[config.mk]
export PLATFORM = sky130hd
export DESIGN_NAME = ddc_top
export DESIGN_NICKNAME = d
export VERILOG_FILES = /design/src/logic/ddc_pkg.sv /design/src/logic/ddc_sync.sv /design/src/logic/ddc_shift_rx.sv /design/src/logic/ddc_top.sv
export VERILOG_INCLUDE_DIRS = /design/src /design/src/logic
export SDC_FILE = /design/constraint.sdc
export NUM_CORES = 1
export LEC_CHECK = 0
export ABC_AREA = 0
export BUFFER_PORTS_ARGS = -buffer_cell sky130_fd_sc_hd__buf_2
export CORE_UTILIZATION = 53
export DETAILED_ROUTE_END_ITERATION = 8
export GPL_TIMING_DRIVEN = 1
export PLACE_DENSITY = 0.73
export SLEW_MARGIN = 5
export SYNTH_ARGS = -nofsm -noshare
export SYNTH_HDL_FRONTEND = slang
export SYNTH_HIERARCHICAL = 1
export SYNTH_SLANG_ARGS = --single-unit
[constraint.sdc]
create_clock -name core_clk -period 2.1 [get_ports core_clk]
set_clock_uncertainty 0.05 [all_clocks]
set_input_delay 0.105 -clock core_clk [delete_from_list [all_inputs] [get_ports core_clk]]
set_output_delay 0.105 -clock core_clk [all_outputs]
set_load 0.1 [all_outputs]
[src/logic/ddc_params.svh]
`ifndef DDC_PARAMS_SVH
`define DDC_PARAMS_SVH

// Frame and field layout of the serial command word.
`define DDC_WORD_BITS      16
`define DDC_CMD_MSB        15
`define DDC_CMD_LSB        12
`define DDC_CODE_MSB       11
`define DDC_CODE_LSB       0
`define DDC_BOTH_SEL_BIT   4
`define DDC_CHB_SEL_BIT    2
`define DDC_PWR_HI_BIT     1
`define DDC_PWR_LO_BIT     0
`define DDC_GUARD_BITS     15

// Reset values.
`define DDC_CODE_RESET     12'h000

// Timing: clock period, wake-up recovery and chip select high time.
`define DDC_CLK_PERIOD_NS  50
`define DDC_WAKE_TIME_NS   8000
`define DDC_WAKE_CYCLES    ((`DDC_WAKE_TIME_NS + `DDC_CLK_PERIOD_NS - 1) / `DDC_CLK_PERIOD_NS)
`define DDC_CS_HIGH_NS     80
`define DDC_CS_HIGH_CYCLES ((`DDC_CS_HIGH_NS + `DDC_CLK_PERIOD_NS - 1) / `DDC_CLK_PERIOD_NS)

`endif

[src/logic/ddc_pkg.sv]
package ddc_pkg;

  // Command field encodings.
  typedef enum logic [3:0] {
    DDC_CMD_WR_OUT_A  = 4'h0,
    DDC_CMD_WR_OUT_B  = 4'h1,
    DDC_CMD_LD_STG_A  = 4'h4,
    DDC_CMD_LD_STG_B  = 4'h5,
    DDC_CMD_CP_A      = 4'h8,
    DDC_CMD_CP_B      = 4'h9,
    DDC_CMD_WR_OUT_AB = 4'hc,
    DDC_CMD_LD_STG_AB = 4'hd,
    DDC_CMD_CP_AB     = 4'he,
    DDC_CMD_PWR       = 4'hf
  } ddc_cmd_t;

  // Power state of one channel output.
  typedef enum logic [1:0] {
    DDC_PWR_ACTIVE   = 2'b00,
    DDC_PWR_FLOAT    = 2'b01,
    DDC_PWR_TERM_1K  = 2'b10,
    DDC_PWR_TERM_100K = 2'b11
  } ddc_pwr_t;

  // One received serial word.
  typedef struct packed {
    logic [3:0]  command_field;
    logic [11:0] code_field;
  } ddc_word_t;

  // Everything one channel shows to the analog side.
  typedef struct packed {
    logic [11:0] code;
    ddc_pwr_t    pwr;
    logic        buf_en;
    logic        settling;
  } ddc_chan_t;

endpackage

[src/logic/ddc_sync.sv]
`timescale 1ns/1ns
// Two-flop synchroniser for pin inputs.
module ddc_sync #(
  parameter int WIDTH = 1
) (
  // Clock and reset.
  input  wire logic             core_clk,
  input  wire logic             rst_n,
  // Asynchronous in, synchronous out.
  input  wire logic [WIDTH-1:0] async_in,
  output logic      [WIDTH-1:0] sync_out
);
  logic [WIDTH-1:0] meta_reg;

  // The first stage feeds only the second stage.
  always_ff @(posedge core_clk)
  begin
    if (!rst_n)
    begin
      meta_reg <= '0;
      sync_out <= '0;
    end
    else
    begin
      meta_reg <= async_in;
      sync_out <= meta_reg;
    end
  end
endmodule // ddc_sync

[src/logic/ddc_shift_rx.sv]
`timescale 1ns/1ns
`include "ddc_params.svh"
// Frames the serial word: samples data on each falling serial clock edge while selected.
module ddc_shift_rx
  import ddc_pkg::*;
(
  // Clock and reset.
  input  wire logic        core_clk,
  input  wire logic        rst_n,
  // Synchronised link pins.
  input  wire logic        sclk_s,
  input  wire logic        din_s,
  input  wire logic        cs_n_s,
  // Completed word.
  output ddc_pkg::ddc_word_t word,
  output logic             word_valid
);
  import ddc_pkg::*;

  logic        sclk_d_reg;
  logic [15:0] shift_reg;
  logic [4:0]  count_reg;
  logic        sclk_fall;

  // Falling edge is found by comparison, so idle level does not matter.
  assign sclk_fall = sclk_d_reg & ~sclk_s;

  always_ff @(posedge core_clk)
  begin
    if (!rst_n)
      sclk_d_reg <= 1'b0;
    else
      sclk_d_reg <= sclk_s;
  end

  // Shift and count; chip select high drops a partial word and rearms.
  always_ff @(posedge core_clk)
  begin
    if (!rst_n)
    begin
      shift_reg  <= 16'h0000;
      count_reg  <= 5'h00;
      word       <= '0;
      word_valid <= 1'b0;
    end
    else
    begin
      word_valid <= 1'b0;
      if (cs_n_s)
        count_reg <= 5'h00;
      else if (sclk_fall && count_reg < 5'(`DDC_WORD_BITS))
      begin
        shift_reg <= {shift_reg[14:0], din_s};
        count_reg <= count_reg + 5'h01;
        if (count_reg == 5'(`DDC_WORD_BITS - 1))
        begin
          word       <= ddc_word_t'({shift_reg[14:0], din_s});
          word_valid <= 1'b1;
        end
      end
    end
  end
endmodule // ddc_shift_rx

[src/logic/ddc_top.sv]
`timescale 1ns/1ns
`include "ddc_params.svh"

// Overview of operation
// - After chip select falls, one data bit is captured each falling serial clock.
// - After sixteen bits the word acts at once, without waiting for chip select.
// - Host keeps chip select high 80ns between writes; each write starts falling.
// - Chip select rising in the first 15 clocks discards the word.
// - Serial clock may idle high or low.
// - Each channel has a staging register and an output register.
// - Both staging registers may load with outputs unchanged.
// - Transparent writes go straight to output register and update output.
// - Output changes only when its output register is written.
// - Code is unsigned 0 to 4095, output proportional to code over 4096.
// - Command 1111 controls power; bit four both, else bit two picks B.
// - Low two data bits: wake, float, 1k term, 100k term.
// - Power-down applies to one channel or both.
// - Powered-down channels keep staging and output registers.
// - Woken channel returns to its retained output code.
// - Wake-up recovery is 8us before outputs are trusted.
// - At power-up buffers are off and outputs terminated with 100k.
// - Word is MSB first: four command bits then twelve code bits.
// - Single-channel commands 000x, 010x, 100x with low bit choosing channel.
// - Dual commands 1100, 1101, 1110 act on both channels.
// - Reset clears registers, powers down; wait 8us after wake before writes.
module ddc_top
  import ddc_pkg::*;
#(
  parameter int WAKE_CYCLES = `DDC_WAKE_CYCLES
) (
  // Clock and reset.
  input  wire logic          core_clk,
  input  wire logic          rst_n,
  // Serial link pins.
  input  wire logic          cs_n,
  input  wire logic          sclk,
  input  wire logic          din,
  // Channel state toward the analog side.
  output ddc_pkg::ddc_chan_t channel_a_output,
  output ddc_pkg::ddc_chan_t channel_b_output,
  // Debug view of the staging registers.
  output logic [11:0]        staging_a,
  output logic [11:0]        staging_b,
  // Pulses once for every completed word, even when its command is ignored.
  output logic               word_done
);
  import ddc_pkg::*;

  logic [2:0]  pins_s;
  logic        cs_n_s;
  logic        sclk_s;
  logic        din_s;
  ddc_word_t   word;
  logic        word_valid;
  ddc_cmd_t    cmd;
  logic [11:0] code;
  logic [11:0] stg_reg  [2];
  logic [11:0] out_reg  [2];
  ddc_pwr_t    pwr_reg  [2];
  logic [15:0] wake_cnt_reg [2];
  logic [1:0]  sel_ch;
  logic [1:0]  wr_out;
  logic [1:0]  ld_stg;
  logic [1:0]  cp_stg;
  logic [1:0]  pwr_wr;

  // Link pins come from another clock domain and are synchronised first.
  ddc_sync #(
    .WIDTH (3)
  ) u_sync (
    .core_clk (core_clk),
    .rst_n    (rst_n),
    .async_in ({cs_n, sclk, din}),
    .sync_out (pins_s)
  );
  assign cs_n_s = pins_s[2];
  assign sclk_s = pins_s[1];
  assign din_s  = pins_s[0];

  // Receiver framing.
  ddc_shift_rx u_rx (
    .core_clk   (core_clk),
    .rst_n      (rst_n),
    .sclk_s     (sclk_s),
    .din_s      (din_s),
    .cs_n_s     (cs_n_s),
    .word       (word),
    .word_valid (word_valid)
  );

  assign cmd  = ddc_cmd_t'(word.command_field);
  assign code = word.code_field; // Unsigned straight binary code.

  // Decode the completed word into per-channel strobes.
  always_comb
  begin
    wr_out = 2'b00;
    ld_stg = 2'b00;
    cp_stg = 2'b00;
    pwr_wr = 2'b00;
    sel_ch = word.command_field[0] ? 2'b10 : 2'b01;
    if (word_valid) // Acts without waiting for chip select.
    begin
      case (cmd)
        DDC_CMD_WR_OUT_A, DDC_CMD_WR_OUT_B: wr_out = sel_ch;
        DDC_CMD_LD_STG_A, DDC_CMD_LD_STG_B: ld_stg = sel_ch;
        DDC_CMD_CP_A, DDC_CMD_CP_B:         cp_stg = sel_ch;
        DDC_CMD_WR_OUT_AB:                  wr_out = 2'b11;
        DDC_CMD_LD_STG_AB:                  ld_stg = 2'b11;
        DDC_CMD_CP_AB:                      cp_stg = 2'b11;
        DDC_CMD_PWR:
        begin
          if (code[`DDC_BOTH_SEL_BIT])
            pwr_wr = 2'b11;
          else
            pwr_wr = code[`DDC_CHB_SEL_BIT] ? 2'b10 : 2'b01;
        end
        default:                            wr_out = 2'b00;
      endcase
    end
  end

  // Per-channel registers and power state.
  for (genvar i = 0; i < 2; i++)
  begin : g_ch
    // Staging register; untouched by power state.
    always_ff @(posedge core_clk)
    begin
      if (!rst_n)
        stg_reg[i] <= `DDC_CODE_RESET;
      else if (ld_stg[i])
        stg_reg[i] <= code;
    end

    // Output register changes only on a direct write or a copy.
    always_ff @(posedge core_clk)
    begin
      if (!rst_n)
        out_reg[i] <= `DDC_CODE_RESET;
      else if (wr_out[i])
        out_reg[i] <= code;
      else if (cp_stg[i])
        out_reg[i] <= stg_reg[i];
    end

    // Power state; reset leaves the output on its 100k termination.
    always_ff @(posedge core_clk)
    begin
      if (!rst_n)
        pwr_reg[i] <= DDC_PWR_TERM_100K;
      else if (pwr_wr[i])
        pwr_reg[i] <= ddc_pwr_t'(code[`DDC_PWR_HI_BIT:`DDC_PWR_LO_BIT]);
    end

    // Recovery counter runs after a wake from power-down.
    always_ff @(posedge core_clk)
    begin
      if (!rst_n)
        wake_cnt_reg[i] <= 16'h0000;
      else if (pwr_wr[i] && code[1:0] == 2'b00 && pwr_reg[i] != DDC_PWR_ACTIVE)
        wake_cnt_reg[i] <= 16'(WAKE_CYCLES);
      else if (pwr_wr[i])
        wake_cnt_reg[i] <= 16'h0000;
      else if (wake_cnt_reg[i] != 16'h0000)
        wake_cnt_reg[i] <= wake_cnt_reg[i] - 16'h0001;
    end
  end

  // Outputs toward the analog side; buffers enabled only when active.
  always_ff @(posedge core_clk)
  begin
    if (!rst_n)
    begin
      channel_a_output <= '{code: 12'h000, pwr: DDC_PWR_TERM_100K, buf_en: 1'b0,
                            settling: 1'b0};
      channel_b_output <= '{code: 12'h000, pwr: DDC_PWR_TERM_100K, buf_en: 1'b0,
                            settling: 1'b0};
      staging_a        <= 12'h000;
      staging_b        <= 12'h000;
      word_done        <= 1'b0;
    end
    else
    begin
      channel_a_output <= '{code: out_reg[0], pwr: pwr_reg[0],
                            buf_en: pwr_reg[0] == DDC_PWR_ACTIVE,
                            settling: wake_cnt_reg[0] != 16'h0000};
      channel_b_output <= '{code: out_reg[1], pwr: pwr_reg[1],
                            buf_en: pwr_reg[1] == DDC_PWR_ACTIVE,
                            settling: wake_cnt_reg[1] != 16'h0000};
      staging_a        <= stg_reg[0];
      staging_b        <= stg_reg[1];
      word_done        <= word_valid;
    end
  end
endmodule // ddc_top

# Yosys cells after proc, flatten, opt, wreduce, memory -nomap -nowiden
# Memory sizes are Yosys's and may differ from the RTL's. A register that Yosys moved wholly into a read port is not among the register bits.
# Index checks and enable logic that the tools add are counted.
# Widths: inputs -> output; s select.
op_classes:
  addsub: 3
  order_cmp: 1
  eq_ne: 10
  muxes: 75
  bitwise_logic: 19
  reduce_logical: 22
op_table:
  columns: ["cell", "n"]
  rows:
  - ["$mux 16", 6]
  - ["$mux 12", 6]
  - ["$mux 1", 50]
  - ["$reduce_bool 16->1", 2]
  - ["$sub 16x1->16 const B", 2]
  - ["$eq 4x4->1 const B", 6]
  - ["$mux 2", 10]
  - ["$or 1x1->1", 14]
  - ["$pmux 2 s2", 3]
  - ["$eq 4x3->1 const B", 2]
  - ["$reduce_or 2->1", 4]
  - ["$logic_not 2->1", 3]
  - ["$add 5x1->5 const B", 1]
  - ["$eq 5x4->1 const B", 1]
  - ["$logic_and 1x1->1", 5]
  - ["$lt 5x5->1 const B", 1]
  - ["$eq 4x1->1 const B", 1]
  - ["$logic_not 4->1", 1]
  - ["$not 1->1", 4]
  - ["$reduce_bool 2->1", 2]
  - ["$reduce_and 3->1", 1]
  - ["$reduce_or 3->1", 1]
  - ["$logic_not 1->1", 2]
  - ["$reduce_and 2->1", 1]
  - ["$and 1x1->1", 1]
word_totals:
  register_bits: 77
  mem_bits_rw: 84
  input_bits: 5
  out_inout_bits: 57
  mem_count: 4
mem_list:
  columns: ["name", "words", "width", "rd", "rd_clocked_by_memory_dff", "write_ports", "line_no", "rtl"]
  rows:
  - ["wake_cnt_reg", 2, 16, 2, 0, 2, "ddc_top.sv:60", "logic [15:0] wake_cnt_reg [2];"]
  - ["out_reg", 2, 12, 2, 2, 2, "ddc_top.sv:58", "logic [11:0] out_reg [2];"]
  - ["stg_reg", 2, 12, 2, 0, 2, "ddc_top.sv:57", "logic [11:0] stg_reg [2];"]
  - ["pwr_reg", 2, 2, 2, 0, 2, "ddc_top.sv:59", "ddc_pwr_t pwr_reg [2];"]

# Logic depth before layout (Yosys ltp)
# Gate-level depths: netlist of the first run.
depth:
  depth_word: 12
  depth_mapped: 7

# Modules after synthesis
# Netlist of the first run, hierarchy kept.
modules_own_cells:
  columns: ["module", "instances", "cells_each", "area_per_inst_um2", "seq_area_each_um2"]
  rows:
  - ["ddc_top", 1, 437, 5467.7, 3663.5]
  - ["ddc_shift_rx", 1, 167, 1521.5, 760.7]
  - ["ddc_sync", 1, 12, 157.7, 120.1]

# Worst setup path after synthesis of the first run
# No wires, ideal clock.
synth_timing:
  kind: "register to register"
  from: "register u_rx/word[14] (netlist name)"
  to: "memory out_reg[0][0] (enable)"
  setup_time_ns: 0.400
  arrival_time_ns: 1.771
  setup_slack_ns: -0.122
  stages_incl_launch_ff: 5
  n_path_buf: 1
  path_cell_list: "dfxtp_1 clkbuf_1 nand2_1 o21a_1 o31ai_1"
synth_lines:
  columns: ["item", "line_no"]
  rows:
  - ["end: declaration", "ddc_top.sv:58"]

==> impl_metrics.prom, run 1 <==
# TYPE chip_impl_metric gauge
chip_impl_info{name="outcome",value="completed"} 1
chip_impl_metric{name="vdd.ir_drop.worst",unit="mV"} 0.626
chip_impl_metric{name="wirelength_met1",unit="µm"} 5980
chip_impl_metric{name="slew_headroom",unit=""} 0.418
chip_impl_metric{name="p_per_area",unit="nW/µm²"} 1110
chip_impl_info{name="worstPathCellList",value="or4_4 -> or3_4 -> or4_1 -> a21oi_1"} 1
chip_impl_metric{name="hold_ws",unit="ns"} 0.369
chip_impl_info{name="worst_setup_path_start_kind",value="flop"} 1
chip_impl_metric{name="cp.arrival",unit="ns"} 2.31
chip_impl_metric{name="clkTransAtPathRegs",unit="ns"} 0.06
chip_impl_metric{name="clock_power_share",unit=""} 0.343
chip_impl_metric{name="worst-endpoint-required",unit="ns"} 2.33
chip_impl_metric{name="syn_inst",unit=""} 616
chip_impl_metric{name="min_period_over_period",unit=""} 0.987
chip_impl_metric{name="achievable-frequency",unit="GHz"} 0.482
chip_impl_metric{name="ys_seq_elements",unit=""} 185
chip_impl_info{name="timing.critical_path.slowest_stage_cell",value="sky130_fd_sc_hd__or4_4"} 1
chip_impl_metric{name="max_slew.worst_pin.slew",unit="ns"} 0.871
chip_impl_metric{name="clockBufferDepth",unit=""} 2
chip_impl_metric{name="dieArea",unit="µm²"} 14000
chip_impl_metric{name="grt_pass1_vias",unit=""} 4539
chip_impl_info{name="netlist.top_cell.by_area",value="sky130_fd_sc_hd__edfxtp_1"} 1
chip_impl_info{name="worstReg2RegStart",value="wake_cnt_reg[1][2]"} 1
chip_impl_metric{name="final_hold_viol_count",unit=""} 0
chip_impl_metric{name="number_of_flops_mapped_to_enable_cells_by_yosys",unit=""} 84
chip_impl_info{name="path_delay_family",value="simple AND/OR/NAND/NOR gates"} 1
chip_impl_metric{name="clk_latency",unit="ns"} 0.43
chip_impl_metric{name="htree_num_levels",unit=""} 4
chip_impl_metric{name="total_drc_errors_in_the_routed_layout",unit=""} 0
chip_impl_metric{name="vias",unit=""} 4653
chip_impl_metric{name="largest_register_ff_count",unit=""} 32
chip_impl_metric{name="number_of_vias_per_cell",unit=""} 5.25
chip_impl_metric{name="antennaDiodeCount",unit=""} 0
chip_impl_metric{name="combPwrFrac",unit=""} 0.195
chip_impl_info{name="cts_root_buffer",value="sky130_fd_sc_hd__clkbuf_16"} 1
chip_impl_metric{name="internal-power",unit="W"} 0.00666
chip_impl_info{name="path_class",value="reg2reg"} 1
chip_impl_metric{name="io_pins",unit=""} 62
chip_impl_metric{name="grt-ovfl-total",unit=""} 0
chip_impl_metric{name="cpPeakStageDelay",unit="ns"} 0.55
chip_impl_metric{name="route.antenna.remaining_nets",unit=""} 0
chip_impl_metric{name="dp_hpwl",unit="µm"} 8660
chip_impl_metric{name="postRouteWirelength",unit="µm"} 12900
chip_impl_metric{name="cap_violations",unit=""} 0
chip_impl_metric{name="power_leakage",unit="nW"} 3.25
chip_impl_metric{name="synth.yosys.warnings",unit=""} 6
chip_impl_metric{name="dr_wl_met2",unit="µm"} 6200
chip_impl_info{name="cts_tree",value="done"} 1
chip_impl_info{name="hold_path_startpoint",value="sclk"} 1
chip_impl_metric{name="fill_cells",unit=""} 1012
chip_impl_metric{name="port_buffers",unit=""} 61
chip_impl_metric{name="timing.final.max_slew_violations",unit=""} 0
chip_impl_metric{name="crit_buf_inv",unit=""} 0
chip_impl_info{name="endpoint_kind",value="flop"} 1
chip_impl_metric{name="routed_length_per_instance",unit="µm"} 14.5
chip_impl_metric{name="synth.cell_area",unit="µm²"} 7150
chip_impl_metric{name="floorplan.initialDensity",unit=""} 0.542
chip_impl_info{name="synth_ff_type",value="sky130_fd_sc_hd__dfxtp_1"} 1
chip_impl_metric{name="power.switching_fraction",unit=""} 0.290
chip_impl_metric{name="grt_start_max_net_pins",unit=""} 75
chip_impl_metric{name="syn_to_final_growth",unit="%"} 18.0
chip_impl_info{name="top_layer_used",value="met4"} 1
chip_impl_metric{name="synth.lib_cells_used.distinct",unit=""} 49
chip_impl_metric{name="grt_antenna_before_repair",unit=""} 0
chip_impl_metric{name="die_height",unit="µm"} 118
chip_impl_metric{name="timing.final.setup_violations",unit=""} 0
chip_impl_metric{name="met3_length",unit="µm"} 464
chip_impl_metric{name="synth_async_sr_flop_share",unit=""} 0
chip_impl_info{name="grt_setup_unrepaired",value="yes"} 1
chip_impl_metric{name="die_x",unit="µm"} 118
chip_impl_metric{name="hold_depth",unit=""} 3
chip_impl_metric{name="netlist.area_leader.share",unit=""} 0.353
chip_impl_info{name="cp-startpoint",value="wake_cnt_reg[1][2]"} 1
chip_impl_metric{name="utilization_of_the_core_after_routing",unit=""} 0.639
chip_impl_metric{name="drt_first_pass_iters",unit=""} 4
chip_impl_info{name="synth_area_leaders",value="sky130_fd_sc_hd__edfxtp_1, sky130_fd_sc_hd__dfxtp_1, sky130_fd_sc_hd__and2_1"} 1
chip_impl_metric{name="post_synth.cell_area_avg",unit="µm²"} 11.6
chip_impl_metric{name="power_frac_seq",unit=""} 0.462
chip_impl_metric{name="cp_max_fo",unit=""} 5
chip_impl_metric{name="placementRows",unit=""} 42
chip_impl_metric{name="fin_setup_tns",unit="ns"} 0
chip_impl_metric{name="drive_above_1_share",unit=""} 0.194
chip_impl_metric{name="place_congestion",unit=""} 0.798
chip_impl_metric{name="power_switching",unit="W"} 0.00272
chip_impl_metric{name="numClockSinks",unit=""} 185
chip_impl_metric{name="totalPowerFinal",unit="W"} 0.00938
chip_impl_metric{name="drt-initial-drc-count",unit=""} 311
chip_impl_metric{name="cell_area_after_layout",unit="µm²"} 8430
chip_impl_metric{name="grt_pass1_wl",unit="µm"} 21600
chip_impl_metric{name="syn-num-nets",unit=""} 627
chip_impl_metric{name="fin_crit",unit="ns"} 2.07
chip_impl_metric{name="core_region_area",unit="µm²"} 13200
chip_impl_metric{name="grt_usage",unit=""} 0.199
chip_impl_info{name="timing.hold.worst.class",value="in2reg"} 1
chip_impl_metric{name="ys_seq_area_frac",unit=""} 0.636
chip_impl_metric{name="reg2regPathDepth",unit=""} 4
chip_impl_metric{name="path_depth",unit=""} 4
chip_impl_metric{name="dpl_cell_area",unit="µm²"} 7730
chip_impl_metric{name="tritoncts.num_buffers",unit=""} 17
chip_impl_metric{name="design.final.nets",unit=""} 709
## final cells by class
class,instances,area [µm²],share of cell area
well taps,176,220,0.0261
flip-flops and latches,185,4540,0.539
repair buffers,93,556,0.0659
multi-input cells,391,2470,0.293
clock inverters,10,103,0.0122
clock buffers,22,507,0.0601
inverters,10,37.5,0.00445
## cell usage after synthesis, drive strengths merged (6+ instances only)
cell and number:
dfxtp 101, edfxtp 84, and2 80, nand2 79
nor2 42, clkbuf 26, a22o 24, mux2i 17
a21boi 15, o21ai 14, xor2 13, a21oi 10
inv 10, xnor2 10, nand2b 9, nor4 9
or4 7, ha 6, nand3 6, nor3 6
o31ai 6
## final timing paths
kind	end	slack [ns]
hold reg to reg	u_sync/sync_out[1]	0.38
setup reg to reg	wake_cnt_reg[1][15]	0.03
setup / recovery	wake_cnt_reg[1][15]	0.03
hold / removal	u_sync/meta_reg[1]	0.37
## stage by stage
step | setup WS (ns) | instances
6_report | 0.0263 | 887
5_1_grt | -0.00799 | 887
4_1_cts | 0.0136 | 885
3_5_place_dp | -0.0228 | 848
3_3_place_gp | 0.0638 | 848
2_1_floorplan | -0.000234 | 616
## logic make-up (layout without fill, tap and decap cells)
kind of cell / count (synthesis) / in the layout / share of synthesized area
AO/OA/AOI/OAI: 77 / 77 / 0.0767
XOR/XNOR: 23 / 23 / 0.0282
adder cells (fa/ha/maj): 6 / 6 / 0.0105
buffers and inverters: 40 / 135 / 0.0247
flip-flops: 185 / 185 / 0.636
multiplexers: 18 / 18 / 0.0254
AND/OR/NAND/NOR: 267 / 267 / 0.199
## routing by layer
layer | up-vias | GRT usage
met4 | 0 | 0.0833
met3 | 23 | 0.0543
met1 | 2241 | 0.249
met2 | 89 | 0.324
li1 | 2300 | -
met5 | - | 0
## power groups by stage
stage          Clock, W  Sequential, W  Combinational (W)
3_5_place_dp          0        0.00439            0.00173
2_1_floorplan         0        0.00471           0.000982
3_3_place_gp          0        0.00437            0.00167
6_report        0.00322        0.00433            0.00183
5_1_grt         0.00342        0.00437            0.00202
4_1_cts         0.00327        0.00431            0.00176
## worst reg2reg max path, delay by kind of cell, from the launching register on
kind / cells / cell delay [ns]
and+or+nand+nor: 3 / 1.34
DFF: 1 / 0.40
AOI/OAI and AO/OA: 1 / 0.14
## cells in the final DEF, fill, tap and decap left out, types with 2 or more instances in the layout
cell / netlist / final
sky130_fd_sc_hd__a21boi_0: 14 / 14
sky130_fd_sc_hd__a21oi_1: 10 / 9
sky130_fd_sc_hd__a22o_1: 24 / 24
sky130_fd_sc_hd__and2_1: 79 / 78
sky130_fd_sc_hd__and3_1: 2 / 2
sky130_fd_sc_hd__buf_2: 2 / 61
sky130_fd_sc_hd__buf_4: 0 / 28
sky130_fd_sc_hd__clkbuf_16: 0 / 19
sky130_fd_sc_hd__clkbuf_8: 0 / 2
sky130_fd_sc_hd__clkinv_4: 0 / 2
sky130_fd_sc_hd__clkinvlp_4: 0 / 2
sky130_fd_sc_hd__dfxtp_1: 101 / 101
sky130_fd_sc_hd__dlygate4sd3_1: 0 / 4
sky130_fd_sc_hd__edfxtp_1: 84 / 84
sky130_fd_sc_hd__ha_1: 6 / 6
sky130_fd_sc_hd__inv_1: 10 / 10
sky130_fd_sc_hd__inv_6: 0 / 4
sky130_fd_sc_hd__mux2i_1: 17 / 17
sky130_fd_sc_hd__nand2_1: 79 / 79
sky130_fd_sc_hd__nand2b_1: 9 / 9
sky130_fd_sc_hd__nand3_1: 6 / 6
sky130_fd_sc_hd__nand3b_1: 2 / 2
sky130_fd_sc_hd__nand4_1: 2 / 2
sky130_fd_sc_hd__nand4b_1: 3 / 3
sky130_fd_sc_hd__nor2_1: 42 / 42
sky130_fd_sc_hd__nor2b_1: 3 / 3
sky130_fd_sc_hd__nor3_1: 6 / 6
sky130_fd_sc_hd__nor4_1: 8 / 6
sky130_fd_sc_hd__nor4_2: 1 / 2
sky130_fd_sc_hd__o211ai_1: 3 / 3
sky130_fd_sc_hd__o21ai_0: 13 / 12
sky130_fd_sc_hd__o21ai_1: 1 / 2
sky130_fd_sc_hd__o22ai_1: 2 / 2
sky130_fd_sc_hd__o31ai_1: 6 / 5
sky130_fd_sc_hd__or2_2: 5 / 5
sky130_fd_sc_hd__or3_1: 4 / 4
sky130_fd_sc_hd__or4_1: 6 / 5
sky130_fd_sc_hd__or4_4: 1 / 2
sky130_fd_sc_hd__xnor2_1: 10 / 10
sky130_fd_sc_hd__xor2_1: 13 / 13
## what timing repair did
item | CTS | global route
setup endpoints to repair | 1 | 78
pin swaps | 1 | 1
endpoints found under the hold margin | 5 | 0
hold buffers | 4 | 0
resized for setup | 0 | 7
setup buffers | 1 | 2
Note: power is estimated with default switching activity, not from simulation.
==> run 2, diff against run 1 <==
--- a/config.mk
+++ b/config.mk
@@ -8,6 +8,7 @@
 export LEC_CHECK = 0
 export ABC_AREA = 0
 export BUFFER_PORTS_ARGS = -buffer_cell sky130_fd_sc_hd__buf_2
+export CORE_MARGIN = 2
 export CORE_UTILIZATION = 53
 export DETAILED_ROUTE_END_ITERATION = 8
 export GPL_TIMING_DRIVEN = 1
@@ -15,5 +16,4 @@
 export SLEW_MARGIN = 5
 export SYNTH_ARGS = -nofsm -noshare
 export SYNTH_HDL_FRONTEND = slang
-export SYNTH_HIERARCHICAL = 1
 export SYNTH_SLANG_ARGS = --single-unit
==> impl_metrics.prom, run 2 <==
# TYPE chip_impl_metric gauge
chip_impl_info{name="grt_setup_unrepaired",value="yes"} 1
chip_impl_metric{name="max_slew.worst_pin.slew",unit="ns"} 0.757
chip_impl_metric{name="hold_ws",unit="ns"} 0.0899
chip_impl_metric{name="grt_usage",unit=""} 0.189
chip_impl_metric{name="met3_length",unit="µm"} 622
chip_impl_info{name="path_class",value="reg2reg"} 1
chip_impl_metric{name="postRouteWirelength",unit="µm"} 13000
chip_impl_metric{name="floorplan.initialDensity",unit=""} 0.535
chip_impl_metric{name="numClockSinks",unit=""} 185
chip_impl_metric{name="number_of_flops_mapped_to_enable_cells_by_yosys",unit=""} 84
chip_impl_info{name="worst_setup_path_start_kind",value="flop"} 1
chip_impl_metric{name="timing.final.max_slew_violations",unit=""} 0
chip_impl_metric{name="htree_num_levels",unit=""} 4
chip_impl_info{name="cts_root_buffer",value="sky130_fd_sc_hd__clkbuf_16"} 1
chip_impl_metric{name="cp_max_fo",unit=""} 5
chip_impl_info{name="synth_ff_type",value="sky130_fd_sc_hd__dfxtp_1"} 1
chip_impl_metric{name="routed_length_per_instance",unit="µm"} 14.6
chip_impl_metric{name="synth.lib_cells_used.distinct",unit=""} 41
chip_impl_metric{name="drt_first_pass_iters",unit=""} 5
chip_impl_metric{name="total_drc_errors_in_the_routed_layout",unit=""} 0
chip_impl_metric{name="synth.yosys.warnings",unit=""} 0
chip_impl_metric{name="final_hold_viol_count",unit=""} 0
chip_impl_info{name="netlist_top_cells_count",value="sky130_fd_sc_hd__dfxtp_1, sky130_fd_sc_hd__edfxtp_1, sky130_fd_sc_hd__and2_1"} 1
chip_impl_metric{name="grt_antenna_before_repair",unit=""} 0
chip_impl_info{name="cts_tree",value="done"} 1
chip_impl_info{name="mostFrequentLayoutCells",value="sky130_fd_sc_hd__dfxtp_1, sky130_fd_sc_hd__edfxtp_1, sky130_fd_sc_hd__and2_1"} 1
chip_impl_metric{name="grt_start_max_net_pins",unit=""} 70
chip_impl_metric{name="fill_cells",unit=""} 992
chip_impl_info{name="endpoint_kind",value="flop"} 1
chip_impl_metric{name="netlist.area_leader.share",unit=""} 0.360
chip_impl_metric{name="power_frac_seq",unit=""} 0.470
chip_impl_info{name="timing.hold.worst.class",value="in2reg"} 1
chip_impl_metric{name="seq_area",unit="µm²"} 4540
chip_impl_metric{name="clk_latency",unit="ns"} 0.43
chip_impl_metric{name="p_per_area",unit="nW/µm²"} 1100
chip_impl_metric{name="clockBufferDepth",unit=""} 2
chip_impl_metric{name="vdd.ir_drop.worst",unit="mV"} 0.535
chip_impl_metric{name="synth.cell_area",unit="µm²"} 7010
chip_impl_metric{name="dieArea",unit="µm²"} 14200
chip_impl_metric{name="wirelength_met1",unit="µm"} 5760
chip_impl_metric{name="cap_violations",unit=""} 0
chip_impl_metric{name="syn_inst",unit=""} 614
chip_impl_metric{name="core_region_area",unit="µm²"} 13100
chip_impl_info{name="worstReg2RegStart",value="wake_cnt_reg[1][4]"} 1
chip_impl_metric{name="clock_power_share",unit=""} 0.319
chip_impl_metric{name="grt_pass1_wl",unit="µm"} 21000
chip_impl_metric{name="worst-endpoint-required",unit="ns"} 2.34
chip_impl_metric{name="min_period_over_period",unit=""} 1.01
chip_impl_metric{name="die_height",unit="µm"} 119
chip_impl_metric{name="ys_seq_area_frac",unit=""} 0.649
chip_impl_metric{name="number_of_vias_per_cell",unit=""} 5.27
chip_impl_metric{name="fin_crit",unit="ns"} 2.12
chip_impl_metric{name="design.final.nets",unit=""} 711
chip_impl_metric{name="drt-initial-drc-count",unit=""} 375
chip_impl_info{name="cp-startpoint",value="wake_cnt_reg[1][4]"} 1
chip_impl_metric{name="die_x",unit="µm"} 119
chip_impl_info{name="synth_most_common_cell",value="sky130_fd_sc_hd__dfxtp_1"} 1
chip_impl_info{name="outcome",value="finished, violations left"} 1
chip_impl_metric{name="io_pins",unit=""} 62
chip_impl_metric{name="largest_register_ff_count",unit=""} 32
chip_impl_metric{name="combPwrFrac",unit=""} 0.210
chip_impl_metric{name="dr_wl_met2",unit="µm"} 6270
chip_impl_metric{name="antennaDiodeCount",unit=""} 0
chip_impl_info{name="hold_path_startpoint",value="rst_n"} 1
chip_impl_metric{name="post_synth.cell_area_avg",unit="µm²"} 11.4
chip_impl_metric{name="achievable-frequency",unit="GHz"} 0.473
chip_impl_metric{name="totalPowerFinal",unit="W"} 0.00919
chip_impl_metric{name="drive_above_1_share",unit=""} 0.208
chip_impl_metric{name="syn_to_final_growth",unit="%"} 19.1
chip_impl_metric{name="dp_worst_setup_slack",unit="ns"} -0.0537
chip_impl_info{name="netlist.top_cell.by_area",value="sky130_fd_sc_hd__edfxtp_1"} 1
chip_impl_metric{name="utilization_of_the_core_after_routing",unit=""} 0.638
chip_impl_metric{name="internal-power",unit="W"} 0.00644
chip_impl_metric{name="port_buffers",unit=""} 61
chip_impl_metric{name="cp.arrival",unit="ns"} 2.35
chip_impl_metric{name="syn-num-nets",unit=""} 625
chip_impl_info{name="mostFrequentLayoutCell",value="sky130_fd_sc_hd__dfxtp_1"} 1
chip_impl_metric{name="power.switching_fraction",unit=""} 0.299
chip_impl_metric{name="dp_hpwl",unit="µm"} 8730
chip_impl_metric{name="final_critical_path_setup_slack",unit="ns"} -0.0162
chip_impl_metric{name="slew_headroom",unit=""} 0.493
chip_impl_info{name="violations_in_the_final_reports",value="setup timing"} 1
chip_impl_metric{name="place_congestion",unit=""} 0.846
chip_impl_metric{name="clkTransAtPathRegs",unit="ns"} 0.07
chip_impl_metric{name="power_leakage",unit="nW"} 3.25
chip_impl_info{name="top_layer_used",value="met4"} 1
chip_impl_info{name="synth_area_leaders",value="sky130_fd_sc_hd__edfxtp_1, sky130_fd_sc_hd__dfxtp_1, sky130_fd_sc_hd__and2_1"} 1
chip_impl_metric{name="multiInputGateArea",unit="µm²"} 2420
chip_impl_metric{name="timing.final.setup_violations",unit=""} 1
chip_impl_metric{name="grt-ovfl-total",unit=""} 0
chip_impl_metric{name="grt_pass1_vias",unit=""} 4354
chip_impl_metric{name="power_switching",unit="W"} 0.00275
chip_impl_metric{name="ys_seq_elements",unit=""} 185
chip_impl_metric{name="synth_async_sr_flop_share",unit=""} 0
chip_impl_metric{name="vias",unit=""} 4685
chip_impl_metric{name="placementRows",unit=""} 42
chip_impl_metric{name="tritoncts.num_buffers",unit=""} 17
chip_impl_metric{name="route.antenna.remaining_nets",unit=""} 0
run 2: cell types whose count changed after synthesis, sizes merged, moves of 5 or more:
cell	before	now
xnor2	10	16
a21boi	15	0
nand3	6	20
xor2	13	8
mux2i	17	1
nand2	79	64
nor2	42	37
a21oi	10	42
nor4	9	14
run 2: cell families (layout without fill, tap and decap cells):
group,Yosys count,count (layout),synth area share
and+or+nand+nor,272,272,0.209
DFF,185,185,0.649
AOI/OAI and AO/OA,88,88,0.0795
buffers and inverters,38,137,0.0204
xor gates and xnor gates,24,24,0.0300
adders and majority gates,6,6,0.0107
muxes,1,1,0.00143
run 2: stage by stage:
step,cells,area (µm²),TNS [ns]
after floorplan,614,7010,-0.00816
after global placement,850,7650,0
after detailed placement,850,7650,-0.0797
after CTS,886,8250,0
after global routing,889,8350,-0.0754
final,889,8350,-0.0162
run 2: worst paths after layout:
path / cells past startpoint / slack, ns / to
setup / recovery: 4 / -0.02 / wake_cnt_reg[1][15]
hold / removal: 3 / 0.09 / channel_a_output[3]
setup reg to reg: 4 / -0.02 / wake_cnt_reg[1][15]
hold reg to reg: 1 / 0.39 / u_sync.sync_out[1]
run 2: critical path, stage by stage (launching register included):
cell	delay, ns
sky130_fd_sc_hd__edfxtp_1	0.39
sky130_fd_sc_hd__or4_4	0.59
sky130_fd_sc_hd__or3_4	0.38
sky130_fd_sc_hd__or4_4	0.43
sky130_fd_sc_hd__a21oi_2	0.14
run 2: power by group through the flow:
stage / registers [W] / logic, W / clock network, W
after global placement: 0.00435 / 0.00166 / 0
after CTS: 0.00429 / 0.00177 / 0.00298
after global routing: 0.00435 / 0.00209 / 0.00314
after floorplan: 0.00467 / 0.000984 / 0
final: 0.00432 / 0.00193 / 0.00293
after detailed placement: 0.00437 / 0.00172 / 0
run 2: final cells by class:
cell class,count,share of cell area
clock buffers,19,0.0519
clock inverters,13,0.0129
inverters,8,0.00360
multi-input cells,391,0.289
flip-flops and latches,185,0.544
well taps,176,0.0264
repair buffers,97,0.0714
run 2: layer usage:
layer	GRT usage	vias up
met4	0.0900	0
li1	-	2326
met2	0.298	130
met3	0.0503	24
met5	0	-
met1	0.243	2205
run 2: what timing repair did:
action                     4_1_cts  5_1_grt
gates resized for setup          3       13
buffers inserted                 1        3
setup endpoints to repair        3       43
hold buffers                     3        0
hold endpoints to repair         3        0
pin swaps                        4        4
==> run 3, diff against run 2 <==
--- a/config.mk
+++ b/config.mk
@@ -12,7 +12,7 @@
 export CORE_UTILIZATION = 53
 export DETAILED_ROUTE_END_ITERATION = 8
 export GPL_TIMING_DRIVEN = 1
-export PLACE_DENSITY = 0.73
+export PLACE_DENSITY = 0.75
 export SLEW_MARGIN = 5
 export SYNTH_ARGS = -nofsm -noshare
 export SYNTH_HDL_FRONTEND = slang
==> constraint.sdc (replaced) <==
create_clock -name core_clk -period 2.1 [get_ports core_clk]
set_clock_uncertainty 0.05 [all_clocks]
set_input_delay 0.105 -clock core_clk [delete_from_list [all_inputs] [get_ports core_clk]]
set_output_delay 0.105 -clock core_clk [all_outputs]
set_load 0.005 [all_outputs]
==> impl_metrics.prom, run 3 (synthesis gave the netlist of run 2 again) <==
# TYPE chip_impl_metric gauge
chip_impl_metric{name="final_hold_viol_count",unit=""} 0
chip_impl_metric{name="largest_register_ff_count",unit=""} 32
chip_impl_metric{name="core_region_area",unit="µm²"} 13100
chip_impl_info{name="hold_path_startpoint",value="rst_n"} 1
chip_impl_metric{name="htree_num_levels",unit=""} 4
chip_impl_metric{name="dp_hpwl",unit="µm"} 8930
chip_impl_info{name="holdPathEnd",value="word_done"} 1
chip_impl_metric{name="io_pins",unit=""} 62
chip_impl_metric{name="dr_wl_met2",unit="µm"} 6670
chip_impl_metric{name="fill_cells",unit=""} 990
chip_impl_metric{name="grt_pass1_vias",unit=""} 4510
chip_impl_metric{name="syn_to_final_growth",unit="%"} 19.2
chip_impl_metric{name="drt_first_pass_iters",unit=""} 4
chip_impl_info{name="outcome",value="finished, violations left"} 1
chip_impl_metric{name="fin_crit",unit="ns"} 2.10
chip_impl_metric{name="clkTransAtPathRegs",unit="ns"} 0.07
chip_impl_metric{name="grt-ovfl-total",unit=""} 0
chip_impl_info{name="mostFrequentLayoutCell",value="sky130_fd_sc_hd__dfxtp_1"} 1
chip_impl_info{name="critical_path.most_common_cell",value="sky130_fd_sc_hd__or4_4"} 1
chip_impl_metric{name="grt_usage",unit=""} 0.194
chip_impl_metric{name="cell_area_after_layout",unit="µm²"} 8350
chip_impl_metric{name="place_congestion",unit=""} 0.811
chip_impl_info{name="path_delay_family",value="simple AND/OR/NAND/NOR gates"} 1
chip_impl_metric{name="tritoncts.num_buffers",unit=""} 17
chip_impl_metric{name="r2r_setup_slack",unit="ns"} -0.005
chip_impl_metric{name="grt_pass1_wl",unit="µm"} 21600
chip_impl_metric{name="placementRows",unit=""} 42
chip_impl_metric{name="power_switching",unit="W"} 0.00237
chip_impl_metric{name="p_per_area",unit="nW/µm²"} 1070
chip_impl_metric{name="hold_ws",unit="ns"} 0.0942
chip_impl_metric{name="power.switching_fraction",unit=""} 0.265
chip_impl_info{name="cts_tree",value="done"} 1
chip_impl_metric{name="port_buffers",unit=""} 61
chip_impl_info{name="cts_root_buffer",value="sky130_fd_sc_hd__clkbuf_16"} 1
chip_impl_metric{name="reg2regPathDepth",unit=""} 4
chip_impl_info{name="worst_setup_path_start_kind",value="flop"} 1
chip_impl_metric{name="final_critical_path_setup_slack",unit="ns"} -0.00482
chip_impl_metric{name="numPlacedInstances",unit=""} 848
chip_impl_metric{name="cp.arrival",unit="ns"} 2.34
chip_impl_metric{name="met3_length",unit="µm"} 523
chip_impl_metric{name="dpl_cell_area",unit="µm²"} 7630
chip_impl_metric{name="clock_power_share",unit=""} 0.348
chip_impl_metric{name="clk_latency",unit="ns"} 0.42
chip_impl_metric{name="drt-initial-drc-count",unit=""} 312
chip_impl_metric{name="vias",unit=""} 4691
chip_impl_info{name="worstReg2RegStart",value="wake_cnt_reg[1][4]"} 1
chip_impl_metric{name="floorplan.initialDensity",unit=""} 0.535
chip_impl_metric{name="die_height",unit="µm"} 119
chip_impl_metric{name="clockBufferDepth",unit=""} 2
chip_impl_metric{name="finish.cell_count_without_fillers",unit=""} 886
chip_impl_metric{name="internal-power",unit="W"} 0.00659
chip_impl_metric{name="achievable-frequency",unit="GHz"} 0.475
chip_impl_metric{name="drive_above_1_share",unit=""} 0.204
chip_impl_info{name="timing.critical_path.slowest_stage_cell",value="sky130_fd_sc_hd__or4_4"} 1
chip_impl_metric{name="worst-endpoint-required",unit="ns"} 2.34
chip_impl_metric{name="crit_buf_inv",unit=""} 0
chip_impl_metric{name="timing.final.max_slew_violations",unit=""} 0
chip_impl_metric{name="grt_start_max_net_pins",unit=""} 42
chip_impl_info{name="top_layer_used",value="met4"} 1
chip_impl_metric{name="min_period_over_period",unit=""} 1.00
chip_impl_info{name="grt_setup_unrepaired",value="yes"} 1
chip_impl_info{name="violations_in_the_final_reports",value="setup timing"} 1
chip_impl_metric{name="grt_antenna_before_repair",unit=""} 0
chip_impl_metric{name="power_leakage",unit="nW"} 3.25
chip_impl_metric{name="hold_depth",unit=""} 3
chip_impl_info{name="path_class",value="reg2reg"} 1
chip_impl_metric{name="numClockSinks",unit=""} 185
chip_impl_metric{name="slew_headroom",unit=""} 0.495
chip_impl_metric{name="design.final.nets",unit=""} 708
chip_impl_metric{name="combPwrFrac",unit=""} 0.171
chip_impl_metric{name="dieArea",unit="µm²"} 14200
chip_impl_metric{name="power_frac_seq",unit=""} 0.482
chip_impl_metric{name="postRouteWirelength",unit="µm"} 13200
chip_impl_info{name="endpoint_kind",value="flop"} 1
chip_impl_metric{name="cp_max_fo",unit=""} 6
chip_impl_info{name="cp-startpoint",value="wake_cnt_reg[1][4]"} 1
chip_impl_metric{name="die_x",unit="µm"} 119
chip_impl_metric{name="route.antenna.remaining_nets",unit=""} 0
chip_impl_metric{name="max_slew.worst_pin.slew",unit="ns"} 0.754
chip_impl_metric{name="antennaDiodeCount",unit=""} 0
chip_impl_metric{name="totalPowerFinal",unit="W"} 0.00896
chip_impl_metric{name="cpPeakStageDelay",unit="ns"} 0.59
chip_impl_metric{name="wirelength_met1",unit="µm"} 5820
chip_impl_metric{name="routed_length_per_instance",unit="µm"} 14.8
chip_impl_info{name="rr_endpoint",value="wake_cnt_reg[1][12]"} 1
chip_impl_metric{name="total_drc_errors_in_the_routed_layout",unit=""} 0
chip_impl_metric{name="cap_violations",unit=""} 0
chip_impl_info{name="timing.hold.worst.class",value="in2reg"} 1
chip_impl_metric{name="timing.final.setup_violations",unit=""} 2
chip_impl_info{name="mostFrequentLayoutCells",value="sky130_fd_sc_hd__dfxtp_1, sky130_fd_sc_hd__edfxtp_1, sky130_fd_sc_hd__and2_1"} 1
chip_impl_metric{name="number_of_vias_per_cell",unit=""} 5.29
chip_impl_info{name="worstPathCellList",value="or4_4 -> or3_4 -> or4_4 -> a21oi_2"} 1
chip_impl_metric{name="vdd.ir_drop.worst",unit="mV"} 0.505
chip_impl_metric{name="utilization_of_the_core_after_routing",unit=""} 0.638
==> run 3: cell types whose count changed in the layout (fill, tap and decap cells not counted), moves of 2 or more <==
cell                        before  now
sky130_fd_sc_hd__nor3_2          1    4
sky130_fd_sc_hd__inv_8           2    0
sky130_fd_sc_hd__clkbuf_16      17   20
sky130_fd_sc_hd__buf_4          32   29
sky130_fd_sc_hd__nor3_1          6    3
==> run 3: cell type report <==
type	count	area, µm²	area share
Sequential cell	185	4540	0.544
Clock buffer	23	522	0.0625
Multi-Input combinational cell	391	2400	0.287
Timing Repair Buffer	94	564	0.0676
Clock inverter	9	70.1	0.00839
Inverter	8	30.0	0.00360
Tap cell	176	220	0.0264
==> run 3: layer usage <==
| layer | vias up | GRT usage |
|---|---|---|
| li1 | 2324 | - |
| met1 | 2259 | 0.250 |
| met2 | 95 | 0.316 |
| met3 | 13 | 0.0460 |
| met4 | 0 | 0.0781 |
| met5 | - | 0 |
==> run 3: worst max-delay path by stage <==
stage                                      to  slack (ns)  depth (start not counted)
after floorplan           wake_cnt_reg[1][15]      -0.008                          4
after CTS                 wake_cnt_reg[1][12]      0.0005                          4
after global placement    wake_cnt_reg[1][15]        0.02                          4
after global routing       wake_cnt_reg[0][7]       -0.08                          7
after detailed placement        out_reg[1][7]       -0.13                          4
final                     wake_cnt_reg[1][12]      -0.005                          4
==> run 3: worst min-delay path: stages <==
cell and delay, ns:
sky130_fd_sc_hd__buf_2 0.12, sky130_fd_sc_hd__nand2_1 0.17, sky130_fd_sc_hd__inv_1 0.13
==> run 3: what timing repair did <==
action	CTS	global route
endpoints found under the hold margin	3	0
pin swaps	4	1
setup endpoints to repair	28	49
setup buffers	1	2
gates resized for setup	6	10
hold buffers	3	0
==> run 3: power groups by stage <==
| stage | clock, W | combinational, W | sequential [W] |
|---|---|---|---|
| 2_1_floorplan | 0 | 0.000984 | 0.00436 |
| 3_3_place_gp | 0 | 0.00132 | 0.00435 |
| 3_5_place_dp | 0 | 0.00139 | 0.00437 |
| 4_1_cts | 0.00315 | 0.00145 | 0.00430 |
| 5_1_grt | 0.00332 | 0.00169 | 0.00435 |
| 6_report | 0.00312 | 0.00153 | 0.00432 |
==> run 3: metrics by stage <==
stage	setup TNS, ns	worst slack [ns]
2_1_floorplan	-0.00816	-0.00816
3_3_place_gp	0	0.0204
3_5_place_dp	-1.66	-0.131
4_1_cts	0	0.000548
5_1_grt	-0.269	-0.0794
6_report	-0.00528	-0.00482
